--- src/rtl/pic_pkg.sv ---
// Package of constants for the prioritized interrupt controller
package pic_pkg;
   // Number of interrupt sources
   localparam int NUM_SRC = 64;
   // Width of a priority level (sixteen levels)
   localparam int LVL_W = 4;
   // Width of a source number
   localparam int SRC_W = 6;
   // Register byte offsets
   localparam logic [7:0] OFF_CTRL = 8'h00;
   localparam logic [7:0] OFF_MASKLVL = 8'h04;
   localparam logic [7:0] OFF_ENNUM = 8'h08;
   localparam logic [7:0] OFF_DISNUM = 8'h0C;
   localparam logic [7:0] OFF_ENLO = 8'h10;
   localparam logic [7:0] OFF_ENHI = 8'h14;
   localparam logic [7:0] OFF_TYPELO = 8'h18;
   localparam logic [7:0] OFF_TYPEHI = 8'h1C;
   localparam logic [7:0] OFF_PRIO0 = 8'h20;
   localparam logic [7:0] OFF_PRIO7 = 8'h3C;
   localparam logic [7:0] OFF_VECTOR = 8'h40;
   localparam logic [7:0] OFF_PENDLO = 8'h44;
   localparam logic [7:0] OFF_PENDHI = 8'h48;
   localparam logic [7:0] OFF_IRQSTAT = 8'h4C;
   localparam logic [7:0] OFF_IRQMASK = 8'h50;
   // Sources covered by one priority register
   localparam int SRC_PER_PRIO = 8;
   // Control register fields
   localparam int CTRL_BIT_NFORCE_OFF = 0;
   localparam int CTRL_BIT_FFORCE_OFF = 1;
   // Status event bit positions
   localparam int EV_BIT_PRIV_ERR = 0;
   localparam int EV_BIT_NEW_FAST = 1;
   localparam int EV_BIT_NEW_NORM = 2;
   localparam int EV_W = 3;
   // Reset values
   localparam logic [31:0] RST_ZERO = 32'h0000_0000;
   localparam logic [LVL_W-1:0] RST_MASKLVL = 4'hF;
   // Vector register: valid flags positions
   localparam int VEC_BIT_FVALID = 31;
   localparam int VEC_BIT_NVALID = 30;
endpackage : pic_pkg

--- src/rtl/pic_ctrl.sv ---
// Prioritized interrupt controller with APB register port
//
// Our own choices: the APB register port and the placing of the registers.
`timescale 1ns/100ps
// Summary of operation
// - Per-source enable via bulk or number registers
// - Enabled asserted source raises fast or normal
// - Only supervisor-privileged accesses are accepted
// - Fast first, then level, then source number
// - Sixteen levels, zero lowest, larger higher
// - Eight writable priority registers cover all sources
// - Software mask threshold suppresses normal requests
// Sixty-four level-sensitive sources are qualified by their enables, split
// into fast and normal by their type bits, and arbitrated every cycle. The
// two request lines are registered, so they follow a source by one edge.
// A small event block reports new requests and privilege faults on irq_out.
module pic_ctrl #(
   parameter int NUM_SRC = pic_pkg::NUM_SRC
)(
   input wire logic sys_clk,
   input wire logic reset,
   input wire logic [NUM_SRC-1:0] irq_src,
   input wire logic psel,
   input wire logic penable,
   input wire logic pwrite,
   input wire logic [7:0] paddr,
   input wire logic [31:0] pwdata,
   input wire logic [2:0] pprot,
   output logic [31:0] prdata,
   output logic pready,
   output logic pslverr,
   output logic core_fiq_req,
   output logic core_nirq_req,
   output logic irq_out
);

   // Short local names for the level and source-number widths
   localparam int LW = pic_pkg::LVL_W; // Bits of one priority level
   localparam int SW = pic_pkg::SRC_W; // Bits of one source number

   // Register state
   // Everything software can set lives here; all of it is cleared by
   // reset except the mask level, which starts fully closed so no normal
   // request reaches the core before software has set up the levels.
   // The level array is a plain flop bank of one nibble per source.
   logic [NUM_SRC-1:0] src_enable; // Per-source enables
   logic [NUM_SRC-1:0] src_fast; // 1 = fast type
   logic [LW-1:0] src_level [NUM_SRC]; // Per-source priority level
   logic [LW-1:0] mask_level; // Normal mask threshold
   logic [1:0] ctrl; // Force-off bits
   logic [pic_pkg::EV_W-1:0] ev_status; // Sticky events
   logic [pic_pkg::EV_W-1:0] ev_mask; // Event interrupt mask

   // Bus decode helpers
   // All of them are combinational from the bus inputs of this cycle
   logic access; // Access phase cycle
   logic priv_ok; // Supervisor flag present
   logic wr_ok; // Accepted write
   logic rd_ok; // Accepted read
   logic addr_hit; // Address maps to a register

   // Arbitration results
   // Combinational winners, recomputed every cycle from the pending set
   logic [NUM_SRC-1:0] pending; // Enabled and asserted
   logic fast_any; // Some fast source pending
   logic [SW-1:0] fast_id; // Winning fast source
   logic norm_any; // Some normal source pending
   logic [SW-1:0] norm_id; // Winning normal source
   logic [LW-1:0] norm_lvl; // Level of the normal winner
   logic fast_any_q; // Fast pending, one cycle late
   logic norm_any_q; // Normal pending, one cycle late

   // Address decode shared by read and write
   // Only whole aligned words up to the last register respond
   function automatic logic is_mapped(input logic [7:0] a);
      logic r;
      r = 1'b0;
      if (a[1:0] == 2'h0 && a <= pic_pkg::OFF_IRQMASK)
      begin
         r = 1'b1;
      end
      return r;
   endfunction : is_mapped

   // Range check for the priority bank
   function automatic logic is_prio(input logic [7:0] a);
      return (a >= pic_pkg::OFF_PRIO0) && (a <= pic_pkg::OFF_PRIO7);
   endfunction : is_prio

   // Source number held in nibble j of priority register k; register 0
   // carries the top eight sources, so the index runs downwards with k
   function automatic int prio_src(input logic [2:0] k, input int j);
      return NUM_SRC - 1 - pic_pkg::SRC_PER_PRIO * int'(k)
         - (pic_pkg::SRC_PER_PRIO - 1 - j);
   endfunction : prio_src

   // Zero-wait slave: answer in the access cycle
   // Only pprot bit 0 matters here; the other protection bits are taken
   // as they come, since nothing in this block depends on them.
   // pready is constant: the register file never needs a wait state.
   assign access = psel & penable;
   assign priv_ok = pprot[0];
   assign addr_hit = is_mapped(paddr);
   assign wr_ok = access & pwrite & priv_ok & addr_hit;
   assign rd_ok = access & ~pwrite & priv_ok & addr_hit;
   assign pready = 1'b1;
   // User-mode or unmapped accesses are refused with an error
   assign pslverr = access & (~priv_ok | ~addr_hit);

   // Enables: bulk words plus set/clear by number
   // Number writes touch one bit only, so two software users can enable
   // and disable their own lines without a read-modify-write race.
   always_ff @(posedge sys_clk)
   begin
      if (reset)
      begin
         // All sources start disabled
         src_enable <= '0;
      end
      else if (wr_ok)
      begin
         // Bulk words first, then the single-source forms
         case (paddr)
            pic_pkg::OFF_ENLO: src_enable[31:0] <= pwdata;
            pic_pkg::OFF_ENHI: src_enable[63:32] <= pwdata;
            pic_pkg::OFF_ENNUM: src_enable[pwdata[SW-1:0]] <= 1'b1;
            pic_pkg::OFF_DISNUM: src_enable[pwdata[SW-1:0]] <= 1'b0;
            default: src_enable <= src_enable;
         endcase
      end
   end

   // Type selection per source
   // A type change takes effect on the next arbitration, even for a
   // source that is already pending.
   always_ff @(posedge sys_clk)
   begin
      if (reset)
      begin
         // All sources start as normal
         src_fast <= '0;
      end
      else if (wr_ok && paddr == pic_pkg::OFF_TYPELO)
      begin
         src_fast[31:0] <= pwdata;
      end
      else if (wr_ok && paddr == pic_pkg::OFF_TYPEHI)
      begin
         src_fast[63:32] <= pwdata;
      end
   end

   // Eight priority registers, eight 4-bit levels each
   // A write replaces all eight nibbles of the register at once.
   always_ff @(posedge sys_clk)
   begin
      if (reset)
      begin
         // All levels start at zero, the lowest
         for (int i = 0; i < NUM_SRC; i++)
         begin
            src_level[i] <= '0;
         end
      end
      else if (wr_ok && is_prio(paddr))
      begin
         for (int j = 0; j < pic_pkg::SRC_PER_PRIO; j++)
         begin
            // Register 0 holds the highest eight sources
            src_level[prio_src(paddr[4:2], j)] <= pwdata[LW*j +: LW];
         end
      end
   end

   // Mask threshold and control bits
   // The control bits let software silence either request line at once
   // without touching any per-source enable.
   always_ff @(posedge sys_clk)
   begin
      if (reset)
      begin
         mask_level <= pic_pkg::RST_MASKLVL;
         ctrl <= 2'h0;
         ev_mask <= '0;
      end
      else if (wr_ok)
      begin
         case (paddr)
            pic_pkg::OFF_MASKLVL: mask_level <= pwdata[LW-1:0];
            pic_pkg::OFF_CTRL: ctrl <= pwdata[1:0];
            pic_pkg::OFF_IRQMASK: ev_mask <= pwdata[pic_pkg::EV_W-1:0];
            default: ctrl <= ctrl;
         endcase
      end
   end

   // Source qualification
   assign pending = irq_src & src_enable;

   // Arbitration: ascending scan so the highest number wins ties
   // Fast sources are kept out of the level race; the scan is a long
   // chain of compares, accepted at this modest clock rate.
   always_comb
   begin
      fast_any = 1'b0;
      fast_id = '0;
      norm_any = 1'b0;
      norm_id = '0;
      norm_lvl = '0;
      for (int i = 0; i < NUM_SRC; i++)
      begin
         // Fast: the last hit of the ascending scan is the highest number
         if (pending[i] && src_fast[i])
         begin
            fast_any = 1'b1;
            fast_id = SW'(i);
         end
         else if (pending[i] && (!norm_any || src_level[i] >= norm_lvl))
         begin
            // Equal level replaces: the higher number wins
            norm_any = 1'b1;
            norm_id = SW'(i);
            norm_lvl = src_level[i];
         end
      end
   end

   // Requests to the core, registered
   // The flop costs one cycle of latency but keeps the long arbitration
   // path away from the core's input timing.
   always_ff @(posedge sys_clk)
   begin
      if (reset)
      begin
         // No request may reach the core while reset is held
         core_fiq_req <= 1'b0;
         core_nirq_req <= 1'b0;
      end
      else
      begin
         // Fast ignores the level mask
         core_fiq_req <= fast_any & ~ctrl[pic_pkg::CTRL_BIT_FFORCE_OFF];
         // Normal must beat the threshold strictly
         core_nirq_req <= norm_any & (norm_lvl > mask_level)
            & ~ctrl[pic_pkg::CTRL_BIT_NFORCE_OFF];
      end
   end

   // Edge tracking for new-request events
   // A new-request event is the rise of any-pending, so a second source
   // joining an already pending set raises no further event.
   always_ff @(posedge sys_clk)
   begin
      if (reset)
      begin
         // Start idle so release raises no event unless a source is live
         fast_any_q <= 1'b0;
         norm_any_q <= 1'b0;
      end
      else
      begin
         fast_any_q <= fast_any;
         norm_any_q <= norm_any;
      end
   end

   // Sticky event status; an event in the read cycle survives
   always_ff @(posedge sys_clk)
   begin
      if (reset)
      begin
         ev_status <= '0;
      end
      else
      begin
         // Clear only what the read returned: prdata was loaded in the
         // setup cycle, so an event arriving between setup and access
         // is kept for the next read instead of being lost
         if (rd_ok && paddr == pic_pkg::OFF_IRQSTAT)
         begin
            ev_status <= ev_status & ~prdata[pic_pkg::EV_W-1:0];
         end
         // Sets follow the clear so that a same-cycle event wins
         // Privilege faults are recorded though the access has no effect
         if (access && !priv_ok)
         begin
            ev_status[pic_pkg::EV_BIT_PRIV_ERR] <= 1'b1;
         end
         if (fast_any && !fast_any_q)
         begin
            ev_status[pic_pkg::EV_BIT_NEW_FAST] <= 1'b1;
         end
         if (norm_any && !norm_any_q)
         begin
            ev_status[pic_pkg::EV_BIT_NEW_NORM] <= 1'b1;
         end
      end
   end

   // Level interrupt while any unmasked event is set
   // Built from flops only, so it cannot glitch with the bus inputs
   assign irq_out = |(ev_status & ev_mask);

   // Read data mux, loaded in the setup cycle so it stands in the access
   // cycle; the setup phase pays for a flop output at no wait-state cost.
   always_ff @(posedge sys_clk)
   begin
      if (reset)
      begin
         prdata <= pic_pkg::RST_ZERO;
      end
      else if (psel && !penable && !pwrite)
      begin
         // User-mode reads, and unmapped reads outside the priority bank, return zero
         prdata <= pic_pkg::RST_ZERO;
         if (!priv_ok)
         begin
            // A user-mode read must not leak configuration
            prdata <= pic_pkg::RST_ZERO;
         end
         else if (is_prio(paddr))
         begin
            for (int j = 0; j < pic_pkg::SRC_PER_PRIO; j++)
            begin
               prdata[LW*j +: LW] <= src_level[prio_src(paddr[4:2], j)];
            end
         end
         else
         begin
            case (paddr)
               pic_pkg::OFF_CTRL: prdata <= {30'h0, ctrl};
               pic_pkg::OFF_MASKLVL: prdata <= {28'h0, mask_level};
               pic_pkg::OFF_ENLO: prdata <= src_enable[31:0];
               pic_pkg::OFF_ENHI: prdata <= src_enable[63:32];
               pic_pkg::OFF_TYPELO: prdata <= src_fast[31:0];
               pic_pkg::OFF_TYPEHI: prdata <= src_fast[63:32];
               // Vector word: both valid flags on top, then the two winners
               pic_pkg::OFF_VECTOR: prdata <= {fast_any, norm_any, 6'h0, 2'h0, fast_id,
                  4'h0, norm_lvl, 2'h0, norm_id};
               pic_pkg::OFF_PENDLO: prdata <= pending[31:0];
               pic_pkg::OFF_PENDHI: prdata <= pending[63:32];
               pic_pkg::OFF_IRQSTAT: prdata <= {29'h0, ev_status};
               pic_pkg::OFF_IRQMASK: prdata <= {29'h0, ev_mask};
               default: prdata <= pic_pkg::RST_ZERO;
            endcase
         end
      end
   end

endmodule : pic_ctrl

--- config.mk ---
export PLATFORM = sky130hd
export DESIGN_NAME = pic_ctrl
export DESIGN_NICKNAME = d
export VERILOG_FILES = /design/src/rtl/pic_pkg.sv /design/src/rtl/pic_ctrl.sv
export SDC_FILE = /design/constraint.sdc
export NUM_CORES = 2
export LEC_CHECK = 0
export BUFFER_PORTS_ARGS = -buffer_cell sky130_fd_sc_hd__buf_4
export CORE_MARGIN = 4
export CORE_UTILIZATION = 25
export DETAILED_ROUTE_END_ITERATION = 12
export SYNTH_ARGS = -nofsm -noshare
export SYNTH_HDL_FRONTEND = slang
export SYNTH_SLANG_ARGS = --single-unit
export TNS_END_PERCENT = 30
--- constraint.sdc ---
create_clock -name sys_clk -period 99.9 [get_ports sys_clk]
set_clock_uncertainty 0.15 [all_clocks]
set_input_delay 4.995 -clock sys_clk [delete_from_list [all_inputs] [get_ports sys_clk]]
set_output_delay 4.995 -clock sys_clk [all_outputs]
set_load 0.1 [all_outputs]
==> impl_metrics.json <==
{
  "syn_nets": 4576,
  "final_max_slew_viol_count": 1,
  "synth-edff-count": 256,
  "crit_fanout": 13,
  "fin_crit_sh": 0.946,
  "dp_cells": 6382,
  "cts.sinks": 432,
  "postCtsHoldBufs": 0,
  "worst_ir_drop_vdd_uv": 13.3,
  "die_width_um": 385,
  "p_sw_frac": 0.285,
  "startpoint_type": "input port",
  "antenna_found_initial": 17,
  "die_h_um": 385,
  "p_seq_frac": 0.474,
  "totalPowerFinal_mw": 0.433,
  "drt-total-wl_mm": 172,
  "regArea_mm2": 0.0112,
  "cpMostUsedCell": "ha_1",
  "p_clk_frac": 0.414,
  "core_mm2": 0.140,
  "async_flop_share": 0,
  "switching_power_mw": 0.123,
  "fmax_ghz": 0.0106,
  "ys_warn_count": 0,
  "cellLeakagePower_nw": 17.1,
  "synth_seq_cells": 432,
  "power.density_mw_per_mm2": 9.99,
  "ys_seq_area_frac": 0.316,
  "setup_tns_ps": 0,
  "cts_tree": "done",
  "multi_input_area_mm2": 0.0239,
  "path_class": "input port to register",
  "fin_area_mm2": 0.0433,
  "place_ws_ps": -674,
  "wl_per_cell_um": 26.3,
  "rows": 137,
  "cts_max_level": 2,
  "clk_latency_ps": 610,
  "gp_congestion": 1.02,
  "end_kind": "register",
  "status": "complete, but fails checks",
  "area.growth.synth_to_final_pct": 22.2,
  "dieArea_mm2": 0.148,
  "critPathSlowestCell": "or3b_2",
  "ioPinCount": 149,
  "worst_hold_path_type": "register to register",
  "grt_pass1_vias": 33345,
  "grt_max_degree": 99,
  "vias": 36864,
  "grt_pass1_wl_mm": 238,
  "syn_area_mm2": 0.0355,
  "instances_no_fill": 6518,
  "port_buffers": 145,
  "layout-drive-gt1-share": 0.205,
  "overflow": 0,
  "required_ps": 100190,
  "numCtsBuffers": 44,
  "setup_viol": 0,
  "violations": "max-slew violations",
  "firstDrtPassIters": 7,
  "drtIter0Drc": 4667,
  "slew_headroom": -0.0577,
  "r2r_start": "src_enable[0]",
  "initial_utilization": 0.253,
  "power_frac_comb": 0.112,
  "clkTransAtPathRegs_ps": 70,
  "grt.total_usage": 0.220,
  "synth_ff_type": "edfxtp_1",
  "via_per_inst": 5.66,
  "cp.arrival_ps": 94770,
  "dpl-instance-area_mm2": 0.0406,
  "postRouteAntennaNets": 0,
  "final_nets": 4910,
  "worst_slew_pin_slew_ps": 1590,
  "hold_start": "prdata[17]",
  "slowest_delay_ps": 500,
  "p_int_mw": 0.310,
  "cts_buffer_depth": 3,
  "cp_num_buf_inv": 32,
  "drc_errors": 0,
  "cp-startpoint": "irq_src[0]",
  "cpLargestDelayFamily": "compound AO/OA/AOI/OAI gates",
  "postSynthCellCount": 4261,
  "synthDistinctLibCells": 129,
  "cap_violations": 0,
  "dp_hpwl_mm": 132,
  "hold_viol": 0,
  "fin_crit_ps": 94480,
  "worst_slack_ps": 5420,
  "cts_root_buffer": "clkbuf_16",
  "synth.avg_cell_area_um2": 8.32,
  "n_fill_cell": 14927
}
-- repair_timing --
item                       CTS  global route
setup endpoints to repair    7            11
pin swaps                    0            48
resized for setup            6           198
buffers inserted             0            43
-- cell type report --
type,count,area share
Multi-Input combinational cell,3449,0.551
Sequential cell,432,0.259
Timing Repair Buffer,497,0.0862
Tap cell,1876,0.0542
Clock buffer,57,0.0282
Inverter,171,0.0148
Clock inverter,23,0.00664
Antenna cell,13,0.000751
-- power groups by stage --
stage | sequential (mW) | clock (mW) | combinational (mW)
2_1_floorplan | 0.202 | 0 | 0.0238
3_3_place_gp | 0.208 | 0 | 0.0453
3_5_place_dp | 0.208 | 0 | 0.0457
4_1_cts | 0.204 | 0.179 | 0.0458
5_1_grt | 0.205 | 0.185 | 0.0502
6_report | 0.205 | 0.179 | 0.0485
-- synth_stat cells, types with 25 or more instances --
cell type | number | share of area
a211oi_1 | 31 | 0.0066
a21o_1 | 66 | 0.014
a21oi_1 | 346 | 0.049
a221oi_1 | 104 | 0.026
a22oi_1 | 38 | 0.0080
a31oi_1 | 31 | 0.0055
and2_1 | 314 | 0.055
and3_1 | 50 | 0.0088
buf_1 | 25 | 0.0026
clkbuf_1 | 172 | 0.018
dfxtp_1 | 176 | 0.099
edfxtp_1 | 256 | 0.22
ha_1 | 203 | 0.072
inv_1 | 170 | 0.018
mux2i_1 | 41 | 0.012
mux4_2 | 64 | 0.041
nand2_1 | 638 | 0.068
nand2b_1 | 94 | 0.017
nand3_1 | 103 | 0.015
nand3b_1 | 27 | 0.0057
nor2_1 | 317 | 0.034
nor3_1 | 125 | 0.018
o211ai_1 | 45 | 0.0095
o21a_1 | 58 | 0.012
o21ai_0 | 176 | 0.025
o31ai_1 | 31 | 0.0066
or2_2 | 39 | 0.0069
-- logic make-up (layout without fill, tap and decap cells) --
| logic type | Yosys count | after routing | synth area share |
|---|---|---|---|
| mux | 119 | 119 | 0.0567 |
| other cells | 1 | 14 | 0.000106 |
| flops | 432 | 432 | 0.316 |
| buf+inv | 380 | 748 | 0.0412 |
| fa+ha+maj | 209 | 209 | 0.0733 |
| compound gates | 1265 | 1265 | 0.253 |
| simple gates | 1855 | 1855 | 0.260 |
-- worst reg2reg max path, delay by kind of cell (launching register included) --
family	cells	cell delay, ps
adder cells (fa/ha/maj)	69	18410
AO/OA/AOI/OAI	226	42190
buffers and inverters	31	3930
multiplexers	6	1670
AND/OR/NAND/NOR	159	23620
flip-flops	1	500
-- flip-flops by register name (all words and copies together) (netlist names) --
register / count
ctrl: 2
src_fast: 64
fast_any_q: 1
core_nirq_req: 1
core_fiq_req: 1
norm_any_q: 1
prdata: 32
src_level: 256
src_enable: 64
mask_level: 4
ev_status: 3
ev_mask: 3
-- metal layers --
| layer | GRT usage | share of wire | up-vias |
|---|---|---|---|
| met2 | 0.324 | 0.42 | 2158 |
| li1 | - | - | 16508 |
| met3 | 0.0543 | 0.12 | 434 |
| met4 | 0.139 | 0.077 | 2 |
| met1 | 0.287 | 0.39 | 17762 |
| met5 | 0 | 0.000076 | - |
-- per-stage QoR --
stage               hold WS [ps]  utilization
finish                       316        0.309
global route                 355        0.309
CTS                          313        0.300
detailed placement           298        0.289
global placement             299        0.289
floorplan                    264            -
-- placed cells by master (no fill, tap or decap), types with 102 or more instances in the layout --
cell type,Yosys,final
a21oi_1,346,314
inv_1,170,170
nor2_1,317,297
dfxtp_1,176,176
o21ai_0,176,152
buf_4,1,496
ha_1,203,202
edfxtp_1,256,256
nor3_1,125,118
and2_1,314,310
nand2_1,638,631
nand3_1,103,102
-- final timing paths --
check	to	slack [ps]	cells after the start
max	prdata[5]	5420	492
min	prdata[17]	320	2
max reg2reg	prdata[5]	9370	491
min reg2reg	prdata[17]	320	2
(Power assumes the default switching activity.)
